File: config.mk
export PLATFORM = sky130hd
export DESIGN_NAME = amll_top
export DESIGN_NICKNAME = d
export VERILOG_FILES = /design/src/rtl/amll_pkg.sv /design/src/rtl/amll_cmp_if.sv /design/src/rtl/amll_top.sv /design/src/rtl/amll_local_cmp.sv
export VERILOG_INCLUDE_DIRS = /design/src /design/src/rtl
export SDC_FILE = /design/constraint.sdc
export NUM_CORES = 1
export LEC_CHECK = 0
export ABC_CLOCK_PERIOD_IN_PS = 2850
export BUFFER_PORTS_ARGS = -buffer_cell sky130_fd_sc_hd__buf_2
export CORE_UTILIZATION = 47
export DETAILED_ROUTE_END_ITERATION = 12
export PLACE_DENSITY = 0.72
export SYNTH_ARGS = -nofsm -noshare
export SYNTH_HDL_FRONTEND = slang
export SYNTH_SLANG_ARGS = --single-unit
File: constraint.sdc
create_clock -name MCLK -period 2.85 [get_ports MCLK]
set_clock_uncertainty 0.05 [all_clocks]
set_input_delay 0.285 -clock MCLK [delete_from_list [all_inputs] [get_ports MCLK]]
set_output_delay 0.285 -clock MCLK [all_outputs]
set_load 0.1 [all_outputs]
File: src/rtl/amll_cfg.svh
// Purpose: constants of the alarm mask and local limit block
// Assumes: command-byte register port driven by the serial engine on MCLK
// Notes: offsets are command bytes, not bus addresses
// Operation
// first alarm mask at command 0x0c, resets to 0x19, gates alarm one.
// second alarm mask at command 0x0d, resets to 0x00, gates alarm two.
// third alarm mask at command 0x0e, resets to 0x07, gates alarm three.
// mask bits 4..1 gate remote channels 4..1, bit 0 gates local channel.
// a mask bit at one blocks that channel event from the alarm.
// a mask bit at zero lets that channel event reach the alarm.
// mask bits 7..5 are read-only and always read zero.
// local critical limit at command 0x40, resets to 0x55, sets local event.
// local limit is unsigned 0..127 degrees in bits 6..0.
// local limit bit 7 is read-only and reads zero.
// alarm active while any unmasked status bit set, inactive when all clear.
// local status sets at reading >= limit, clears below limit minus hysteresis.
// one shared 0..32 degree hysteresis lowers the falling threshold.
// writes to read-only bits are ignored; those bits stay zero.
`ifndef AMLL_CFG_SVH
`define AMLL_CFG_SVH

// ==========================================
// command bytes
`define AMLL_CMD_MASK1 8'h0c
`define AMLL_CMD_MASK2 8'h0d
`define AMLL_CMD_MASK3 8'h0e
`define AMLL_CMD_LIMIT 8'h40

// ==========================================
// reset values
`define AMLL_RST_MASK1 5'h19
`define AMLL_RST_MASK2 5'h00
`define AMLL_RST_MASK3 5'h07
`define AMLL_RST_LIMIT 7'h55

// ==========================================
// field positions and widths
`define AMLL_MASK_W 5
`define AMLL_LIMIT_W 7
`define AMLL_HYST_W 6
`define AMLL_BIT_LOCAL 0
`define AMLL_BIT_REM1 1
`define AMLL_BIT_REM4 4
`define AMLL_NUM_ALARM 3
`define AMLL_HYST_MAX 6'h20

`endif

File: src/rtl/amll_pkg.sv
// Purpose: shared types of the alarm mask and local limit block
// Assumes: nothing beyond the constants header
// Notes: types only, numbers live in amll_cfg.svh
`include "amll_cfg.svh"

package amll_pkg;
  // ==========================================
  // types
  typedef logic [`AMLL_MASK_W-1:0] amll_chan_t;
  typedef logic [`AMLL_MASK_W-2:0] amll_remote_t;
  typedef logic [`AMLL_LIMIT_W-1:0] amll_limit_t;
  typedef logic [`AMLL_HYST_W-1:0] amll_hyst_t;
  typedef logic signed [7:0] amll_temp_t;
  typedef logic [7:0] amll_byte_t;
endpackage : amll_pkg

File: src/rtl/amll_cmp_if.sv
// Purpose: carrier between register side and local comparator
// Assumes: all signals on MCLK
// Notes: status is registered in the comparator
`timescale 1ns/100ps

interface amll_cmp_if;
  import amll_pkg::*;
  amll_temp_t temp;
  amll_limit_t limit;
  amll_hyst_t hyst;
  logic status;
  modport cmp (input temp, input limit, input hyst, output status);
  modport user (output temp, output limit, output hyst, input status);
endinterface : amll_cmp_if

File: src/rtl/amll_top.sv
// Purpose: alarm output masks and local critical limit
// Assumes: command port and event inputs come from logic on MCLK
// Notes: alarm outputs are active low and registered
`timescale 1ns/100ps
`include "amll_cfg.svh"

module amll_top (
  // clock and reset
  input wire logic MCLK,
  input wire logic RESETN,
  // command-byte register port
  input wire amll_pkg::amll_byte_t CMD_ADDR,
  input wire logic WR_STB,
  input wire amll_pkg::amll_byte_t WR_DATA,
  input wire logic RD_STB,
  output amll_pkg::amll_byte_t RD_DATA,
  output logic RD_ACK,
  // measurement and shared settings
  input wire amll_pkg::amll_temp_t LOCAL_TEMP,
  input wire amll_pkg::amll_hyst_t HYST_DEG,
  // remote channel events, bit 3 is remote 4
  input wire amll_pkg::amll_remote_t REMOTE_EVENTS_1,
  input wire amll_pkg::amll_remote_t REMOTE_EVENTS_2,
  input wire amll_pkg::amll_remote_t REMOTE_EVENTS_3,
  // local event status
  output logic LOCAL_EVENT,
  // alarm pins
  output logic ALARM_OUT_1_N,
  output logic ALARM_OUT_2_N,
  output logic ALARM_OUT_3_N
);
  import amll_pkg::*;

  amll_chan_t mask_q [`AMLL_NUM_ALARM];
  amll_chan_t status_c [`AMLL_NUM_ALARM];
  logic [`AMLL_NUM_ALARM-1:0] alarm_n_q;
  amll_remote_t remote_c [`AMLL_NUM_ALARM];
  amll_limit_t limit_q;
  amll_byte_t rd_data_q;
  amll_byte_t rd_data_d;
  logic rd_ack_q;

  amll_cmp_if cif ();

  // ==========================================
  // local comparator
  assign cif.temp = LOCAL_TEMP;
  assign cif.limit = limit_q;
  assign cif.hyst = HYST_DEG;

  amll_local_cmp u_cmp (
    .MCLK (MCLK),
    .RESETN (RESETN),
    .cif (cif.cmp)
  );

  assign LOCAL_EVENT = cif.status;

  // ==========================================
  // local limit register
  // bit 7 is never stored, so no limit above 127 can exist
  always_ff @(posedge MCLK or negedge RESETN) begin
    if (!RESETN) begin
      limit_q <= `AMLL_RST_LIMIT;
    end else if (WR_STB && CMD_ADDR == `AMLL_CMD_LIMIT) begin
      limit_q <= WR_DATA[`AMLL_LIMIT_W-1:0];
    end
  end

  // ==========================================
  // masks and alarms, one slice per alarm pin
  assign remote_c[0] = REMOTE_EVENTS_1;
  assign remote_c[1] = REMOTE_EVENTS_2;
  assign remote_c[2] = REMOTE_EVENTS_3;

  genvar g;
  generate
    for (g = 0; g < `AMLL_NUM_ALARM; g++) begin : g_alarm
      localparam amll_chan_t RST_V = (g == 0) ? `AMLL_RST_MASK1 :
                                     (g == 1) ? `AMLL_RST_MASK2 : `AMLL_RST_MASK3;
      localparam amll_byte_t CMD_V = (g == 0) ? `AMLL_CMD_MASK1 :
                                     (g == 1) ? `AMLL_CMD_MASK2 : `AMLL_CMD_MASK3;

      // local event in bit 0, remotes 1..4 in bits 1..4
      assign status_c[g] = {remote_c[g], cif.status};

      always_ff @(posedge MCLK or negedge RESETN) begin
        if (!RESETN) begin
          mask_q[g] <= RST_V;
        end else if (WR_STB && CMD_ADDR == CMD_V) begin
          mask_q[g] <= WR_DATA[`AMLL_MASK_W-1:0];
        end
      end

      // set mask bit blocks, clear mask bit passes
      always_ff @(posedge MCLK or negedge RESETN) begin
        if (!RESETN) begin
          alarm_n_q[g] <= 1'b1;
        end else begin
          alarm_n_q[g] <= ~|(status_c[g] & ~mask_q[g]);
        end
      end
    end
  endgenerate

  assign ALARM_OUT_1_N = alarm_n_q[0];
  assign ALARM_OUT_2_N = alarm_n_q[1];
  assign ALARM_OUT_3_N = alarm_n_q[2];

  // ==========================================
  // read path
  // unmapped commands read zero so the engine always gets a byte
  always_comb begin
    case (CMD_ADDR)
      `AMLL_CMD_MASK1: rd_data_d = {3'h0, mask_q[0]};
      `AMLL_CMD_MASK2: rd_data_d = {3'h0, mask_q[1]};
      `AMLL_CMD_MASK3: rd_data_d = {3'h0, mask_q[2]};
      `AMLL_CMD_LIMIT: rd_data_d = {1'b0, limit_q};
      default: rd_data_d = 8'h00;
    endcase
  end

  always_ff @(posedge MCLK or negedge RESETN) begin
    if (!RESETN) begin
      rd_data_q <= 8'h00;
    end else if (RD_STB) begin
      rd_data_q <= rd_data_d;
    end
  end

  always_ff @(posedge MCLK or negedge RESETN) begin
    if (!RESETN) begin
      rd_ack_q <= 1'b0;
    end else begin
      rd_ack_q <= RD_STB;
    end
  end

  assign RD_DATA = rd_data_q;
  assign RD_ACK = rd_ack_q;

  // ==========================================
  // per-pin checks
  for (genvar k = 0; k < `AMLL_NUM_ALARM; k++) begin : g_chk
    localparam amll_byte_t CMD_K = 8'(8'h0c + k);

  end
endmodule : amll_top

File: src/rtl/amll_local_cmp.sv
// Purpose: local channel over-limit status with shared hysteresis
// Assumes: reading is signed whole degrees, same clock
// Notes: holds state between the two thresholds
`timescale 1ns/100ps
`include "amll_cfg.svh"

module amll_local_cmp (
  // clock and reset
  input wire logic MCLK,
  input wire logic RESETN,
  // comparator carrier
  amll_cmp_if.cmp cif
);
  import amll_pkg::*;

  logic status_q;
  logic signed [9:0] temp_s;
  logic signed [9:0] rise_s;
  logic signed [9:0] fall_s;
  amll_hyst_t hyst_c;

  // ==========================================
  // thresholds
  // hysteresis above 32 is clipped so a bad value cannot hold the alarm forever
  assign hyst_c = (cif.hyst > `AMLL_HYST_MAX) ? `AMLL_HYST_MAX : cif.hyst;
  assign temp_s = 10'(cif.temp);
  assign rise_s = 10'(signed'({3'h0, cif.limit}));
  assign fall_s = rise_s - 10'(signed'({4'h0, hyst_c}));

  // ==========================================
  // status
  always_ff @(posedge MCLK or negedge RESETN) begin
    if (!RESETN) begin
      status_q <= 1'b0;
    end else if (temp_s >= rise_s) begin
      status_q <= 1'b1;
    end else if (temp_s < fall_s) begin
      status_q <= 1'b0;
    end
  end

  assign cif.status = status_q;
endmodule : amll_local_cmp

# After elaboration in Yosys (flattened, before gate mapping)
# Index checks and enable logic that the tools add are counted.
[totals] wordCells=39 inputBits=46 output_inout_bits=13 ff_bits=35
[op_classes] n_bitwise=6 mux=4 eq_ne=4 reduce_logical=11 add_sub_neg=1 order_cmp=3
[ops] operator="case mux 7 bit (4 select lines)" count=1
[ops] operator="equality test 8 x 4 -> 1 bit, second input constant" count=3
[ops] operator="AND 5 bit" count=3
[ops] operator="inverter 5 bit" count=3
[ops] operator="OR reduction 5 bit" count=3
[ops] operator="equality test 8 x 7 -> 1 bit, second input constant" count=1
[ops] operator=">= comparator 8 bit" count=1
[ops] operator="< comparator 8 bit" count=1
[ops] operator="subtractor 7 x 6 -> 8 bit" count=1
[ops] operator="> comparator 6 bit, second input constant" count=1
[ops] operator="2-to-1 mux 6 bit" count=1
[ops] operator="logical AND 1 bit" count=4
[ops] operator="logical NOT 1 bit" count=3
[ops] operator="2-to-1 mux 1 bit" count=2
[ops] operator="nonzero test 2 bit" count=1

# Logic depth before layout (Yosys ltp)
[depth] depth_word=6 ltp_mapped=13 ltp_nobuf=13

# Modules after synthesis
# From an unflattened synthesis, not the netlist that was laid out.
[hier_totals] hier_cells=224 area_unflattened_um2=2263.4
[by_module_without_submodules] mod="amll_top" area_each_um2=1614.0 cells_per_inst=140 seq_area_each_um2=842.1 instances=1
[by_module_without_submodules] mod="amll_local_cmp" area_each_um2=649.4 cells_per_inst=84 seq_area_each_um2=25.0 instances=1

# Least setup slack after synthesis
# OpenSTA, ideal clock, no wires.
[synth_timing] path_kind="input to register" startpoint="input HYST_DEG[0]" endpoint="register u_cmp.status_q (netlist: u_cmp.cif.status)" setup_ps=140 n_path_buf=0 required_ps=2660 cell_stages=13 path_slack_ps=499 t_arrival_ps=2161 cell_sequence="nor2b_1 > ha_1 > inv_1 > fa_1 > a21oi_1 > o211ai_1 > a21oi_1 > xnor2_1 > ha_1 > inv_1 > o211ai_1 > a21oi_1 > o221ai_1"
[synth_between] elab_chain_len=5
[synth_lines] element="start: declaration" line_no="amll_top.sv:20" source="input wire amll_pkg::amll_hyst_t HYST_DEG,"
[synth_lines] element="> comparator 6 bit (no line)"
[synth_lines] element="2-to-1 mux 6 bit *" line_no="amll_local_cmp.sv:25" source="assign hyst_c = (cif.hyst > `AMLL_HYST_MAX) ? `AMLL_HYST_MAX : cif.hyst;"
[synth_lines] element="subtractor 7 x 6 -> 8 bit *" line_no="amll_local_cmp.sv:28" source="assign fall_s = rise_s - 10'(signed'({4'h0, hyst_c}));"
[synth_lines] element="< comparator 8 bit *" line_no="amll_local_cmp.sv:37" source="end else if (temp_s < fall_s) begin"
[synth_lines] element="nonzero test 2 bit (no line) *"
[synth_lines] element="end signal: assignment" line_no="amll_local_cmp.sv:34" source="status_q <= 1'b0;"
[synth_lines] element="end signal: assignment" line_no="amll_local_cmp.sv:36" source="status_q <= 1'b1;"
[synth_lines] element="end signal: assignment" line_no="amll_local_cmp.sv:38" source="status_q <= 1'b0;"
[synth_lines] element="end: declaration" line_no="amll_local_cmp.sv:16" source="logic status_q;"
# Mark *: on every way between the ends. The rest lies on a longest branch, timed or not.
# A chain may end at the register's enable or synchronous reset.

# Worst setup path in the final report
[layout_timing] startpoint="register limit_q[0] (netlist: cif.limit[0])" endpoint="register u_cmp.status_q (netlist: u_cmp.cif.status)"
[layout_between] elab_chain_len=3 elab_cells_between_ends=5 classes_between="1 x add/sub; 2 x order compare; 1 x mux; 1 x reduce/logical"
[layout_lines] element="start: declaration" line_no="amll_top.sv:38" source="amll_limit_t limit_q;"
[layout_lines] element="start signal: assignment" line_no="amll_top.sv:64" source="limit_q <= `AMLL_RST_LIMIT;"
[layout_lines] element="start signal: assignment" line_no="amll_top.sv:66" source="limit_q <= WR_DATA[`AMLL_LIMIT_W-1:0];"
[layout_lines] element="subtractor 7 x 6 -> 8 bit" line_no="amll_local_cmp.sv:28"
[layout_lines] element="< comparator 8 bit" line_no="amll_local_cmp.sv:37"
[layout_lines] element="nonzero test 2 bit (no line)"
# Several ways; a longest one is shown, not always the timed one.

==> out/qor.yml <==
placed_design:
  place.gp.congestion: 0.779
  portBuffers: 56
  dp_hpwl_microns: 3760
worst_hold_path:
  min_path_type: "in2async"
layout:
  syn_to_final_growth_pct: 18.9
  nNetsFinal: 345
  drive_above_1_share_pct: 38.0
  diodes: 0
  final_util_pct: 57.9
timing:
  report.final.hold_viol_count: 0
  slew-limit-headroom_pct: 51.9
  fin_crit_sh_pct: 89.4
  setup_tns_ns: 0
  drv_slew: 0
  max_freq_ghz: 0.392
  period_needed_ns: 2.55
  rsz0062_at_grt: "no"
  worst_slew_pin_slew_ns: 0.722
  setup_viol: 0
floorplanning:
  num_io_pins: 59
  die_area_sq_mm: 0.00518
  die_x_microns: 72.0
  coreArea_sq_mm: 0.00472
  fp-row-count: 25
  start_util_pct: 48.7
  fp.dieH_microns: 72.0
cts:
  worst_setup_hold_path_clk_slew_ns: 0.07
  cts_tree: "yes"
  cts_max_level: 2
  cts_buffers: 5
  cts_buffer_depth: 2
  cts_setup_buffers: 0
  postCtsHoldBufs: 0
  clock_latency_ns: 0.28
  root_buffer: "clkbuf_8"
  cts_resized: 0
  cts_sinks: 34
logic_synthesis:
  synth_top_family_by_area: "multiplexers"
  synth_edf_count: 0
  synth_warnings: 0
  yosys.area_share.adder_pct: 11.8
  postSynthCellCount: 221
  synthArstFlopShare_pct: 100
  yosys.area.top_type: "dfrtp_1"
  ys_seq_elements: 34
  synthesis.area_sq_mm: 0.00230
  synth_compound_area_share_pct: 13.5
  yosys.area_share.xor_xnor_pct: 1.14
  yosysUniqueCellTypes: 45
  syn_nets: 288
  synth-seq-area-share_pct: 37.7
  ys.flop_type: "dfrtp_1"
  synth_top_area_share_pct: 22.9
  synthTopCellsByArea: "dfrtp_1 (23%), dfstp_2 (15%), ha_1 (11%)"
  synth.avg_cell_area_sq_um: 10.4
  yosys.area_share.simple_pct: 14.9
  synth_mux_area_share_pct: 14.9
  synth.most_common_cell: "inv_1"
  netlist_top_cells_count: "inv_1 (26), dfrtp_1 (21), ha_1 (20)"
critical_path:
  reg2reg_from: "cif.limit[0]"
  path_class: "reg2reg"
  crit_required_ns: 2.95
  reg2reg_depth: 13
  critical_path.max_stage_delay_ns: 0.40
  cp-end-kind: "flip-flop"
  start_kind: "flip-flop"
  r2r-end: "u_cmp.cif.status"
  worstPathMaxFanout: 4
  path_cells: "inv_1 -> ha_1 -> inv_1 -> fa_1 -> a21oi_1 -> o211ai_1 -> a21oi_1 -> xnor2_1 -> ha_1 -> inv_1 -> o211ai_1 -> a21oi_1 -> o221ai_1"
  cp.arrival_ns: 2.65
  cp_slowest_cell: "fa_1"
  reg2reg_slack_ns: 0.30
grt:
  grt_pass1_wl_microns: 7930
  antenna_found_initial: 0
  grt_max_degree: 35
  grtUsageTotal_pct: 20.0
  grt_pass1_vias: 1825
  grt_overflow: 0
drt:
  vias: 1766
  wirelength_microns: 4550
  dr.pass1.iters: 5
  drtIter0Drc: 54
  drt-wirelength-per-cell_microns: 13.1
  ant_nets: 0
  drc: 0
  routed_via_density: 5.10
power_and_ir_drop:
  combPwrFrac_pct: 21.4
  power_switching_mw: 0.341
  power_frac_clock_pct: 35.2
  power_density_mw_per_mm2: 445
  p_leak_nw: 1.38
  pwr-share-seq_pct: 43.4
  switching_share_pct: 28.1
  power_mw: 1.22
  ir_drop_uv: 313
  p_int_mw: 0.875
status:
  outcome: "finished clean"
run:
  cap_violations: 0
==> state kept, by name (all words and copies together) (netlist names) <==
register,flops
RD_DATA,7
ALARM_OUT_3_N,1
mask_q,15
ALARM_OUT_2_N,1
ALARM_OUT_1_N,1
cif.limit,7
u_cmp.cif.status,1
RD_ACK,1
==> metrics by stage <==
step	hold WS (ns)	instance area [sq um]	cells	setup slack, ns
floorplan	-0.0606	2300	221	0.499
global placement	0.341	2630	338	0.207
detailed placement	0.342	2630	338	0.174
CTS	0.0329	2730	346	0.272
global route	0.0652	2730	346	0.100
finish	0.00387	2730	346	0.301
==> cell type report <==
class / instances / area [sq um]
Sequential cell: 34 / 867
Inverter: 26 / 97.6
Clock inverter: 3 / 40.0
Multi-Input combinational cell: 155 / 1300
Timing Repair Buffer: 56 / 280
Fill cell: 438 / 1990
Tap cell: 67 / 83.8
Clock buffer: 5 / 68.8
==> metal layers <==
metal / wire length (microns) / up-vias / global-route usage [%]
met5: 0 / - / 0
met2: 2270 / 45 / 35.8
met3: 175 / 9 / 3.89
li1: - / 894 / -
met4: 99 / 0 / 8.50
met1: 2010 / 818 / 23.5
==> worst max path at each step <==
stage	from	endpoint	slack, ns	cells past startpoint
after floorplan	HYST_DEG[0]	u_cmp.cif.status	0.50	13
after global placement	HYST_DEG[5]	u_cmp.cif.status	0.21	14
after detailed placement	HYST_DEG[5]	u_cmp.cif.status	0.17	14
after CTS	cif.limit[0]	u_cmp.cif.status	0.27	13
after global routing	cif.limit[0]	u_cmp.cif.status	0.10	13
final	cif.limit[0]	u_cmp.cif.status	0.30	13
==> critical path: cells and delay by family (launching register included) <==
kind | cells | cell delay (ns)
adder cells (fa/ha/maj) | 3 | 0.82
buffers and inverters | 3 | 0.16
XOR/XNOR | 1 | 0.14
flip-flops | 1 | 0.39
AO/OA/AOI/OAI | 6 | 0.84
==> logic make-up (layout without fill, tap and decap cells) <==
| group | Yosys count | after routing |
|---|---|---|
| AOI/OAI and AO/OA | 46 | 46 |
| xor gates and xnor gates | 3 | 3 |
| adders and majority gates | 21 | 21 |
| buffers and inverters | 32 | 90 |
| DFF | 34 | 34 |
| muxes | 27 | 27 |
| other | 1 | 1 |
| and+or+nand+nor | 57 | 57 |
==> cell usage in the layout (no fill, tap or decap), drive strengths merged, types with 2 or more instances in the layout <==
| master | instances |
|---|---|
| ha | 20 |
| mux2i | 5 |
| dfstp | 13 |
| clkbuf | 5 |
| buf | 56 |
| nand2 | 10 |
| nor3 | 6 |
| o22ai | 6 |
| a21oi | 4 |
| mux2 | 22 |
| nand3 | 4 |
| inv | 26 |
| xnor2 | 2 |
| nor2 | 11 |
| and2 | 5 |
| o21ai | 11 |
| nand2b | 6 |
| a22oi | 6 |
| dfrtp | 21 |
| or3 | 2 |
| clkinv | 2 |
| a21boi | 6 |
| o21a | 2 |
| o211ai | 5 |
| nor2b | 8 |
==> power by group through the flow <==
stage	combinational (mW)	sequential, mW	clock [mW]
after floorplan	0.148	0.566	0
after global placement	0.258	0.535	0
after detailed placement	0.262	0.536	0
after CTS	0.264	0.528	0.439
after global routing	0.293	0.531	0.461
final	0.260	0.528	0.428
(Power assumes the default switching activity.)
